`config.mk`:
```
export PLATFORM = sky130hd
export DESIGN_NAME = aogm_regs
export DESIGN_NICKNAME = d
export VERILOG_FILES = /design/src/design/aogm_pkg.sv /design/src/design/aogm_regs.sv
export SDC_FILE = /design/constraint.sdc
export NUM_CORES = 1
export LEC_CHECK = 0
export CAP_MARGIN = 0
export CORE_UTILIZATION = 68
export DETAILED_ROUTE_END_ITERATION = 8
export DONT_BUFFER_PORTS = 1
export GPL_ROUTABILITY_DRIVEN = 0
export PLACE_DENSITY = 0.81
export SETUP_SLACK_MARGIN = 0.15
export SLEW_MARGIN = 20
export SYNTH_ARGS = -nofsm -noshare
export SYNTH_HDL_FRONTEND = slang
export SYNTH_SLANG_ARGS = --single-unit
```
`constraint.sdc`:
```
create_clock -name ref_clk_i -period 2 [get_ports ref_clk_i]
set_input_delay 0 -clock ref_clk_i [delete_from_list [all_inputs] [get_ports ref_clk_i]]
set_output_delay 0 -clock ref_clk_i [all_outputs]
set_load 0.01 [all_outputs]
```
`src/design/aogm_pkg.sv`:
```
package aogm_pkg;

	////////////////////////////////////////////////////////////////////////////
	// Register port geometry
	localparam int ADDR_W = 7;
	localparam int DATA_W = 16;
	localparam int GAIN_W = 6;
	localparam int MIX_W = 9;

	////////////////////////////////////////////////////////////////////////////
	// Register offsets
	localparam logic [6:0] OFS_HP_LEFT_VOL = 7'h1C;
	localparam logic [6:0] OFS_HP_RIGHT_VOL = 7'h1D;
	localparam logic [6:0] OFS_SPK_MIX_ATTEN = 7'h22;
	localparam logic [6:0] OFS_SPK_OUT_SRC = 7'h24;
	localparam logic [6:0] OFS_SPK_BOOST = 7'h25;
	localparam logic [6:0] OFS_SPK_VOL = 7'h26;
	localparam logic [6:0] OFS_HP_LEFT_ROUTE = 7'h2D;
	localparam logic [6:0] OFS_HP_RIGHT_ROUTE = 7'h2E;
	localparam logic [6:0] OFS_HP_LEFT_ATTEN = 7'h2F;
	localparam logic [6:0] OFS_HP_RIGHT_ATTEN = 7'h30;

	////////////////////////////////////////////////////////////////////////////
	// Field positions
	localparam int UPDATE_BIT = 8;
	localparam int ZERO_CROSS_BIT = 7;
	localparam int MUTE_BIT = 6;
	localparam int GAIN_MSB = 5;
	localparam int MIXER_MUTE_BIT = 8;
	localparam int SPK_SRC_BIT = 4;
	localparam int BOOST_MSB = 5;
	localparam int BOOST_LSB = 3;

	// Writable bits of the mixer words; everything else reads as zero
	localparam logic [8:0] ATTEN4_MASK = 9'h1FF;
	localparam logic [8:0] LEFT_ATTEN_MASK = 9'h1CC;
	localparam logic [8:0] LEFT_ROUTE_MASK = 9'h044;
	localparam logic [8:0] RIGHT_ROUTE_MASK = 9'h055;

	////////////////////////////////////////////////////////////////////////////
	// Reset values
	localparam logic [5:0] HP_GAIN_RST = 6'h2D;
	localparam logic [5:0] SPK_GAIN_RST = 6'h39;
	localparam logic [8:0] ATTEN_RST = 9'h100;
	localparam logic [8:0] ROUTE_RST = 9'h000;
	localparam logic SPK_SRC_RST = 1'h1;
	localparam logic [2:0] BOOST_RST = 3'h0;

	////////////////////////////////////////////////////////////////////////////
	// Types
	typedef struct packed {
		logic zc;
		logic mute;
		logic [GAIN_W-1:0] pend;
		logic [GAIN_W-1:0] gain;
		logic upd;
	} aogm_chan_t;

	typedef struct packed {
		logic [GAIN_W-1:0] hp_left_gain;
		logic hp_left_mute;
		logic [GAIN_W-1:0] hp_right_gain;
		logic hp_right_mute;
		logic [GAIN_W-1:0] spk_gain;
		logic spk_mute;
		logic [MIX_W-1:0] spk_mix_atten;
		logic spk_src_en;
		logic [2:0] spk_boost;
		logic [MIX_W-1:0] left_route;
		logic [MIX_W-1:0] right_route;
		logic [MIX_W-1:0] left_atten;
		logic [MIX_W-1:0] right_atten;
	} aogm_ctrl_t;

endpackage : aogm_pkg

```
`src/design/aogm_regs.sv`:
```
// Functional notes
// - Headphone update bit applies both channel volumes together.
// - Right headphone zero-cross bit defers gain changes.
// - Left headphone zero-cross bit defers gain changes.
// - Right headphone mute bit six, resets unmuted.
// - Headphone gains six bits, reset 10_1101.
// - Two-bit attenuation codes 0/-6/-9/-12 dB, reset 00.
// - Speaker mixer attenuation holds four input fields.
// - Speaker mixer-to-output enable bit four, resets one.
// - Speaker boost code bits 5:3, reset 000.
// - Speaker update bit applies pending speaker volume.
// - Speaker zero-cross bit defers gain changes.
// - Speaker mute bit six, resets unmuted.
// - Speaker gain six bits, reset 11_1001.
// - Left mixer routes inputs one A, two A.
// - Right mixer routes all four inputs.
// - Left mixer attenuation fields at 7:6, 3:2.
// - Right mixer attenuation four fields at 7:0.
`timescale 1ns/1ns
`default_nettype none

module aogm_regs #(
	parameter int ADDR_W = aogm_pkg::ADDR_W
) (
	// Clock and reset
	input wire logic ref_clk_i,
	input wire logic rst_n_i,
	// Register port, one access per strobe cycle
	input wire logic reg_wr_i,
	input wire logic reg_rd_i,
	input wire logic [ADDR_W-1:0] reg_addr_i,
	input wire logic [aogm_pkg::DATA_W-1:0] reg_wdata_i,
	output var logic [aogm_pkg::DATA_W-1:0] reg_rdata_o,
	output var logic reg_ack_o,
	// Zero-crossing pulses from the analogue paths
	input wire logic zc_hp_left_i,
	input wire logic zc_hp_right_i,
	input wire logic zc_spk_i,
	// Control word toward the analogue paths
	output var aogm_pkg::aogm_ctrl_t ctrl_o
);

	////////////////////////////////////////////////////////////////////////////
	// Elaboration check

	if (ADDR_W < 7) begin : g_bad_addr
		$error("aogm_regs: ADDR_W must cover the register offsets");
	end

	////////////////////////////////////////////////////////////////////////////
	// State

	typedef struct packed {
		aogm_pkg::aogm_chan_t hpl;
		aogm_pkg::aogm_chan_t hpr;
		aogm_pkg::aogm_chan_t spk;
		logic [aogm_pkg::MIX_W-1:0] spk_atten;
		logic spk_src;
		logic [2:0] boost;
		logic [aogm_pkg::MIX_W-1:0] lroute;
		logic [aogm_pkg::MIX_W-1:0] rroute;
		logic [aogm_pkg::MIX_W-1:0] latten;
		logic [aogm_pkg::MIX_W-1:0] ratten;
		logic [aogm_pkg::DATA_W-1:0] rdata;
		logic ack;
	} aogm_state_t;

	aogm_state_t s;
	aogm_state_t next_s;
	logic [6:0] addr;
	logic [aogm_pkg::DATA_W-1:0] wd;

	assign addr = reg_addr_i[6:0];
	assign wd = reg_wdata_i;

	// A pending gain moves to the output at once, or on the next crossing
	function automatic aogm_pkg::aogm_chan_t apply_gain(
		input aogm_pkg::aogm_chan_t c,
		input logic zc_pulse
	);
		aogm_pkg::aogm_chan_t r;
		r = c;
		if (c.upd && (!c.zc || zc_pulse)) begin
			r.gain = c.pend;
			r.upd = 1'b0;
		end
		return r;
	endfunction : apply_gain

	// Read image of a volume register; the update bit always reads zero
	function automatic logic [aogm_pkg::DATA_W-1:0] vol_word(
		input aogm_pkg::aogm_chan_t c
	);
		logic [aogm_pkg::DATA_W-1:0] w;
		w = '0;
		w[aogm_pkg::ZERO_CROSS_BIT] = c.zc;
		w[aogm_pkg::MUTE_BIT] = c.mute;
		w[aogm_pkg::GAIN_MSB:0] = c.pend;
		return w;
	endfunction : vol_word

	////////////////////////////////////////////////////////////////////////////
	// Next state

	always_comb begin
		next_s = s;
		next_s.ack = reg_wr_i || reg_rd_i;
		next_s.hpl = apply_gain(s.hpl, zc_hp_left_i);
		next_s.hpr = apply_gain(s.hpr, zc_hp_right_i);
		next_s.spk = apply_gain(s.spk, zc_spk_i);
		// Writes come after the apply step so a fresh update request wins
		if (reg_wr_i) begin
			case (addr)
				aogm_pkg::OFS_HP_LEFT_VOL: begin
					next_s.hpl.zc = wd[aogm_pkg::ZERO_CROSS_BIT];
					next_s.hpl.mute = wd[aogm_pkg::MUTE_BIT];
					next_s.hpl.pend = wd[aogm_pkg::GAIN_MSB:0];
					if (wd[aogm_pkg::UPDATE_BIT]) begin
						next_s.hpl.upd = 1'b1;
						next_s.hpr.upd = 1'b1;
					end
				end
				aogm_pkg::OFS_HP_RIGHT_VOL: begin
					next_s.hpr.zc = wd[aogm_pkg::ZERO_CROSS_BIT];
					next_s.hpr.mute = wd[aogm_pkg::MUTE_BIT];
					next_s.hpr.pend = wd[aogm_pkg::GAIN_MSB:0];
					if (wd[aogm_pkg::UPDATE_BIT]) begin
						next_s.hpl.upd = 1'b1;
						next_s.hpr.upd = 1'b1;
					end
				end
				aogm_pkg::OFS_SPK_MIX_ATTEN: begin
					next_s.spk_atten = wd[8:0] & aogm_pkg::ATTEN4_MASK;
				end
				aogm_pkg::OFS_SPK_OUT_SRC: begin
					next_s.spk_src = wd[aogm_pkg::SPK_SRC_BIT];
				end
				aogm_pkg::OFS_SPK_BOOST: begin
					next_s.boost = wd[aogm_pkg::BOOST_MSB:aogm_pkg::BOOST_LSB];
				end
				aogm_pkg::OFS_SPK_VOL: begin
					next_s.spk.zc = wd[aogm_pkg::ZERO_CROSS_BIT];
					next_s.spk.mute = wd[aogm_pkg::MUTE_BIT];
					next_s.spk.pend = wd[aogm_pkg::GAIN_MSB:0];
					if (wd[aogm_pkg::UPDATE_BIT]) begin
						next_s.spk.upd = 1'b1;
					end
				end
				aogm_pkg::OFS_HP_LEFT_ROUTE: begin
					next_s.lroute = wd[8:0] & aogm_pkg::LEFT_ROUTE_MASK;
				end
				aogm_pkg::OFS_HP_RIGHT_ROUTE: begin
					next_s.rroute = wd[8:0] & aogm_pkg::RIGHT_ROUTE_MASK;
				end
				aogm_pkg::OFS_HP_LEFT_ATTEN: begin
					next_s.latten = wd[8:0] & aogm_pkg::LEFT_ATTEN_MASK;
				end
				aogm_pkg::OFS_HP_RIGHT_ATTEN: begin
					next_s.ratten = wd[8:0] & aogm_pkg::ATTEN4_MASK;
				end
				default: begin
				end
			endcase
		end
		// Reads see the registers as they stood before this cycle's write
		if (reg_rd_i) begin
			case (addr)
				aogm_pkg::OFS_HP_LEFT_VOL: next_s.rdata = vol_word(s.hpl);
				aogm_pkg::OFS_HP_RIGHT_VOL: next_s.rdata = vol_word(s.hpr);
				aogm_pkg::OFS_SPK_VOL: next_s.rdata = vol_word(s.spk);
				aogm_pkg::OFS_SPK_MIX_ATTEN: next_s.rdata = {7'h00, s.spk_atten};
				aogm_pkg::OFS_SPK_OUT_SRC: next_s.rdata = {11'h000, s.spk_src, 4'h0};
				aogm_pkg::OFS_SPK_BOOST: next_s.rdata = {10'h000, s.boost, 3'h0};
				aogm_pkg::OFS_HP_LEFT_ROUTE: next_s.rdata = {7'h00, s.lroute};
				aogm_pkg::OFS_HP_RIGHT_ROUTE: next_s.rdata = {7'h00, s.rroute};
				aogm_pkg::OFS_HP_LEFT_ATTEN: next_s.rdata = {7'h00, s.latten};
				aogm_pkg::OFS_HP_RIGHT_ATTEN: next_s.rdata = {7'h00, s.ratten};
				default: next_s.rdata = 16'h0000;
			endcase
		end
	end

	////////////////////////////////////////////////////////////////////////////
	// Registers

	always_ff @(posedge ref_clk_i or negedge rst_n_i) begin
		if (!rst_n_i) begin
			s <= '0;
			s.hpl.pend <= aogm_pkg::HP_GAIN_RST;
			s.hpl.gain <= aogm_pkg::HP_GAIN_RST;
			s.hpr.pend <= aogm_pkg::HP_GAIN_RST;
			s.hpr.gain <= aogm_pkg::HP_GAIN_RST;
			s.spk.pend <= aogm_pkg::SPK_GAIN_RST;
			s.spk.gain <= aogm_pkg::SPK_GAIN_RST;
			s.spk_atten <= aogm_pkg::ATTEN_RST;
			s.latten <= aogm_pkg::ATTEN_RST;
			s.ratten <= aogm_pkg::ATTEN_RST;
			s.lroute <= aogm_pkg::ROUTE_RST;
			s.rroute <= aogm_pkg::ROUTE_RST;
			s.spk_src <= aogm_pkg::SPK_SRC_RST;
			s.boost <= aogm_pkg::BOOST_RST;
		end else begin
			s <= next_s;
		end
	end

	////////////////////////////////////////////////////////////////////////////
	// Outputs

	assign reg_rdata_o = s.rdata;
	assign reg_ack_o = s.ack;
	always_comb begin
		ctrl_o.hp_left_gain = s.hpl.gain;
		ctrl_o.hp_left_mute = s.hpl.mute;
		ctrl_o.hp_right_gain = s.hpr.gain;
		ctrl_o.hp_right_mute = s.hpr.mute;
		ctrl_o.spk_gain = s.spk.gain;
		ctrl_o.spk_mute = s.spk.mute;
		ctrl_o.spk_mix_atten = s.spk_atten;
		ctrl_o.spk_src_en = s.spk_src;
		ctrl_o.spk_boost = s.boost;
		ctrl_o.left_route = s.lroute;
		ctrl_o.right_route = s.rroute;
		ctrl_o.left_atten = s.latten;
		ctrl_o.right_atten = s.ratten;
	end
endmodule : aogm_regs

`default_nettype wire

```
# Word level (Yosys, flattened, before mapping)
# Cells that the tools add are included.
# W data, S select, Z words.
dict set report totals {
  register_bits 95
  input_bits 30
  output_inout_bits 87
}
dict set report classes {
  eq_ne 10
  muxes 22
  reduce_logical 21
}
# operator count
set ops {}
lappend ops {{$pmux W9 S10} 1}
lappend ops {{$eq A7 B6 Y1 const B} 8}
lappend ops {{$mux W50} 1}
lappend ops {{$mux W9} 5}
lappend ops {{$reduce_and A2 Y1} 10}
lappend ops {{$mux W8} 2}
lappend ops {{$eq A7 B5 Y1 const B} 2}
lappend ops {{$mux W7} 2}
lappend ops {{$mux W1} 10}
lappend ops {{$logic_or A1 B1 Y1} 4}
lappend ops {{$logic_and A1 B1 Y1} 3}
lappend ops {{$logic_not A1 Y1} 3}
lappend ops {{$mux W3} 1}
lappend ops {{$reduce_or A2 Y1} 1}

# Logic depth before layout (Yosys ltp)
dict set report depth {
  word_depth 7
  ltp_mapped 6
}

# Least setup slack after synthesis
# Ideal clock, no wire load.
dict set report synth_timing {
  kind {input to register}
  from {input port reg_addr_i[4]}
  to {register s (netlist bit ctrl_o[18])}
  setup_ps 125
  arrival_ps 1269
  required_time_ps 1875
  setup_slack_ps 607
  cell_stages 5
  n_path_buf 1
  path_cell_list {or4b_1 > buf_6 > nor2_8 > nand4_2 > mux2_2}
}
dict set report synth_between {
  elab_chain_len 2
}
# element line_no
set synth_lines {}
lappend synth_lines {{start, declared} aogm_regs.sv:31} ;# input wire logic [ADDR_W-1:0] reg_addr_i,
lappend synth_lines {{$eq A7 B6 Y1} aogm_regs.sv:113} ;# case (addr)
lappend synth_lines {{$reduce_and A2 Y1 (no source line)} -}
lappend synth_lines {{end signal, assigned} aogm_regs.sv:203} ;# s <= next_s;
lappend synth_lines {{end, declared} aogm_regs.sv:68} ;# aogm_state_t s;
# Every way passes these cells.
# A chain may end at the register's enable or synchronous reset.

# Worst setup path after layout
dict set report layout_timing {
  from {input port reg_addr_i[4]}
  to {register s (netlist bit ctrl_o[45])}
}
# The elaborated chain is that of the path after synthesis.

==> metrics.cfg <==
[run_status]
status = finished, violations left
violations = design-rule violations, negative hold slack

[layout]
multi_input_area_sq_mm = 0.001790
drive_gt1_share_pct = 41.50
syn_to_final_growth_pct = -1.504
antenna_cells = 0
nFillCells = 454
final_area_sq_mm = 0.004589
regArea_sq_mm = 0.002237
nets = 372

[sta]
setup_ws_ps = 373.7
hold_violations = 88
min_period_ps = 1626
whs_ps = -678.6
slew_viol_final = 0
tightest_slew_ps = 717.6
tns_ps = 0
maxSlewHeadroom_pct = 51.79
fmax_ghz = 0.6149
skew_ps = 8.975
setup_viol = 0
rsz0062_at_grt = no
fin_crit_sh_pct = 81.32

[hold_path]
hold_class = in2async

[route]
drc = 9
wl_per_cell_microns = 22.00
first_pass_iters = 6
vias_per_cell = 6.212
vias = 2634
antenna_left = 0
wl_microns = 9329
drtIter0Drc = 241

[pwr]
ir_worst_vdd_mv = 0.5725
pwr_density_cell_mw_per_mm2 = 802.6
p_leak_nw = 2.099
power_mw = 3.684

[placed_design]
dp_hpwl_microns = 6256
post_dp_cell_area_sq_mm = 0.004169
place.port_buffers = 0
pre_cts_ws_ps = 367.1

[grt]
grt_overflow_total = 0
grt_pass1_wl_microns = 14810
antenna_found_initial = 0
grt_start_max_net_pins = 89
grt_usage_pct = 28.01
grt_pass1_vias = 2688

[clock_tree]
clock_latency_ps = 360
post-cts-setup-buffers = 0
htree_levels = 3
clockBufferDepth = 2
cts-root-buf = clkbuf_8
cts_hold_buf = 20
clk_pin_slew_worst_paths_ps = 80
cts_buffers = 9
cts_tree = done
cts_sinks = 88

[die]
die_area_sq_mm = 0.007187
coreArea_sq_mm = 0.006495
initial_core_util_pct = 71.74
die_height_microns = 84.78
die_x_microns = 84.78
placementRows = 29
ios = 117

[worst_setup_path]
path_class = in2reg
end_kind = register
startpoint = reg_addr_i[4]
path_cells = or4b_4 -> nor3_4 -> nand2_4 -> mux2_2 -> dlygate4sd3_1
endpoint = ctrl_o[45]
critPathLaunchType = primary input
worst_path_largest_cell_delay_ps = 620
crit_path_max_fanout = 9
cp.arrival_ps = 1880
crit_slowest_cell = or4b_4
r2r_end = ctrl_o[61]
r2r_setup_slack_ps = 570
cp.required_ps = 2260
worstRegToRegCells = 3
r2r-start = s[95]

[synth]
synth_area_sq_mm = 0.004659
synth-main-ff-cell = dfrtp_1
ys_seq_elements = 88
yosysMostFrequentCell = buf_4
yosys_warnings = 0
synth_top_area_share_pct = 32.22
avgSynthCellArea_sq_um = 12.26
synthCells = 380
synth.top_cells.by_area = dfrtp_1 32%, mux2_2 20%, dfstp_2 16%
synthArstFlopShare_pct = 100.0
ys_types = 51
ys_seq_area_share_pct = 48.01
yosysTopAreaCell = dfrtp_1
yosys-top-cells-count = 86 x buf_4, 84 x mux2_2, 60 x dfrtp_1
synth_edf_count = 0

[run]
cap_violations = 0

[worst max-delay path, delay by kind of cell]
kind,cells,cell delay [ps]
muxes,1,310
buffers and inverters,1,540
and+or+nand+nor,3,1020
[cells by family after synthesis]
family | count (synthesis) | share of synthesized area, %
AO/OA/AOI/OAI | 38 | 6.149
AND/OR/NAND/NOR | 63 | 9.184
multiplexers | 88 | 21.16
buffers and inverters | 102 | 15.41
flip-flops | 88 | 48.01
other | 1 | 0.08048
[power by group]
part / internal (mW) / switching [mW] / total, mW
combinational: 0.153 / 0.135 / 0.288
sequential: 1.91 / 0.138 / 2.05
clock: 0.740 / 0.604 / 1.34
total: 2.81 / 0.877 / 3.68
[placed cells by master (no fill, tap or decap), types with 5 or more instances in the layout]
cell type      instances
conb_1                23
a221oi_1               7
a22o_1                 5
inv_1                  9
nand2_1               11
dlygate4sd3_1         20
clkbuf_8              10
dfstp_2               28
nor2_1                11
nor3_1                 6
dfrtp_1               60
mux2_2                84
[layout make-up]
class,instances,share of cell area [%]
Tap cell,77,2.099
Sequential cell,88,48.75
Clock buffer,13,3.244
Inverter,9,0.7361
Clock inverter,3,1.472
Timing Repair Buffer,22,4.689
Multi-Input combinational cell,212,39.01
[worst min-delay path by stage]
stage	endpoint	slack, ps	cells past startpoint	start
after floorplan	ctrl_o[0]	-300	0	rst_n_i
after global routing	ctrl_o[68]	-700	0	rst_n_i
final	ctrl_o[65]	-680	0	rst_n_i
after detailed placement	ctrl_o[65]	-290	0	rst_n_i
after CTS	ctrl_o[65]	-690	0	rst_n_i
after global placement	ctrl_o[65]	-290	0	rst_n_i
[flip-flops by register name, indices dropped and copies added (netlist names)]
register / count
reg_ack_o: 1
reg_rdata_o: 9
s: 24
ctrl_o: 54
[metal layers]
layer | up-vias | global-route usage, % | routed length, microns | part of all wire (%)
met1 | 1349 | 34.20 | 3651 | 39
met4 | 0 | 12.33 | 175 | 1.9
met3 | 14 | 10.72 | 874 | 9.4
met2 | 113 | 44.64 | 4627 | 50
li1 | 1158 | - | - | -
met5 | - | 0 | 0 | 0
[per-stage QoR]
step / util [%] / hold slack (ps) / cells
floorplan: - / -295.6 / 402
global placement: 64.19 / -293.0 / 388
detailed placement: 64.19 / -293.2 / 388
CTS: 70.60 / -691.2 / 424
global route: 70.66 / -702.6 / 424
finish: 70.66 / -678.6 / 424
[what timing repair did]
action,4_1_cts,5_1_grt
endpoints found under the hold margin,159,88
setup endpoints to repair,0,1
gates resized for setup,0,1
(Power assumes the default switching activity.)
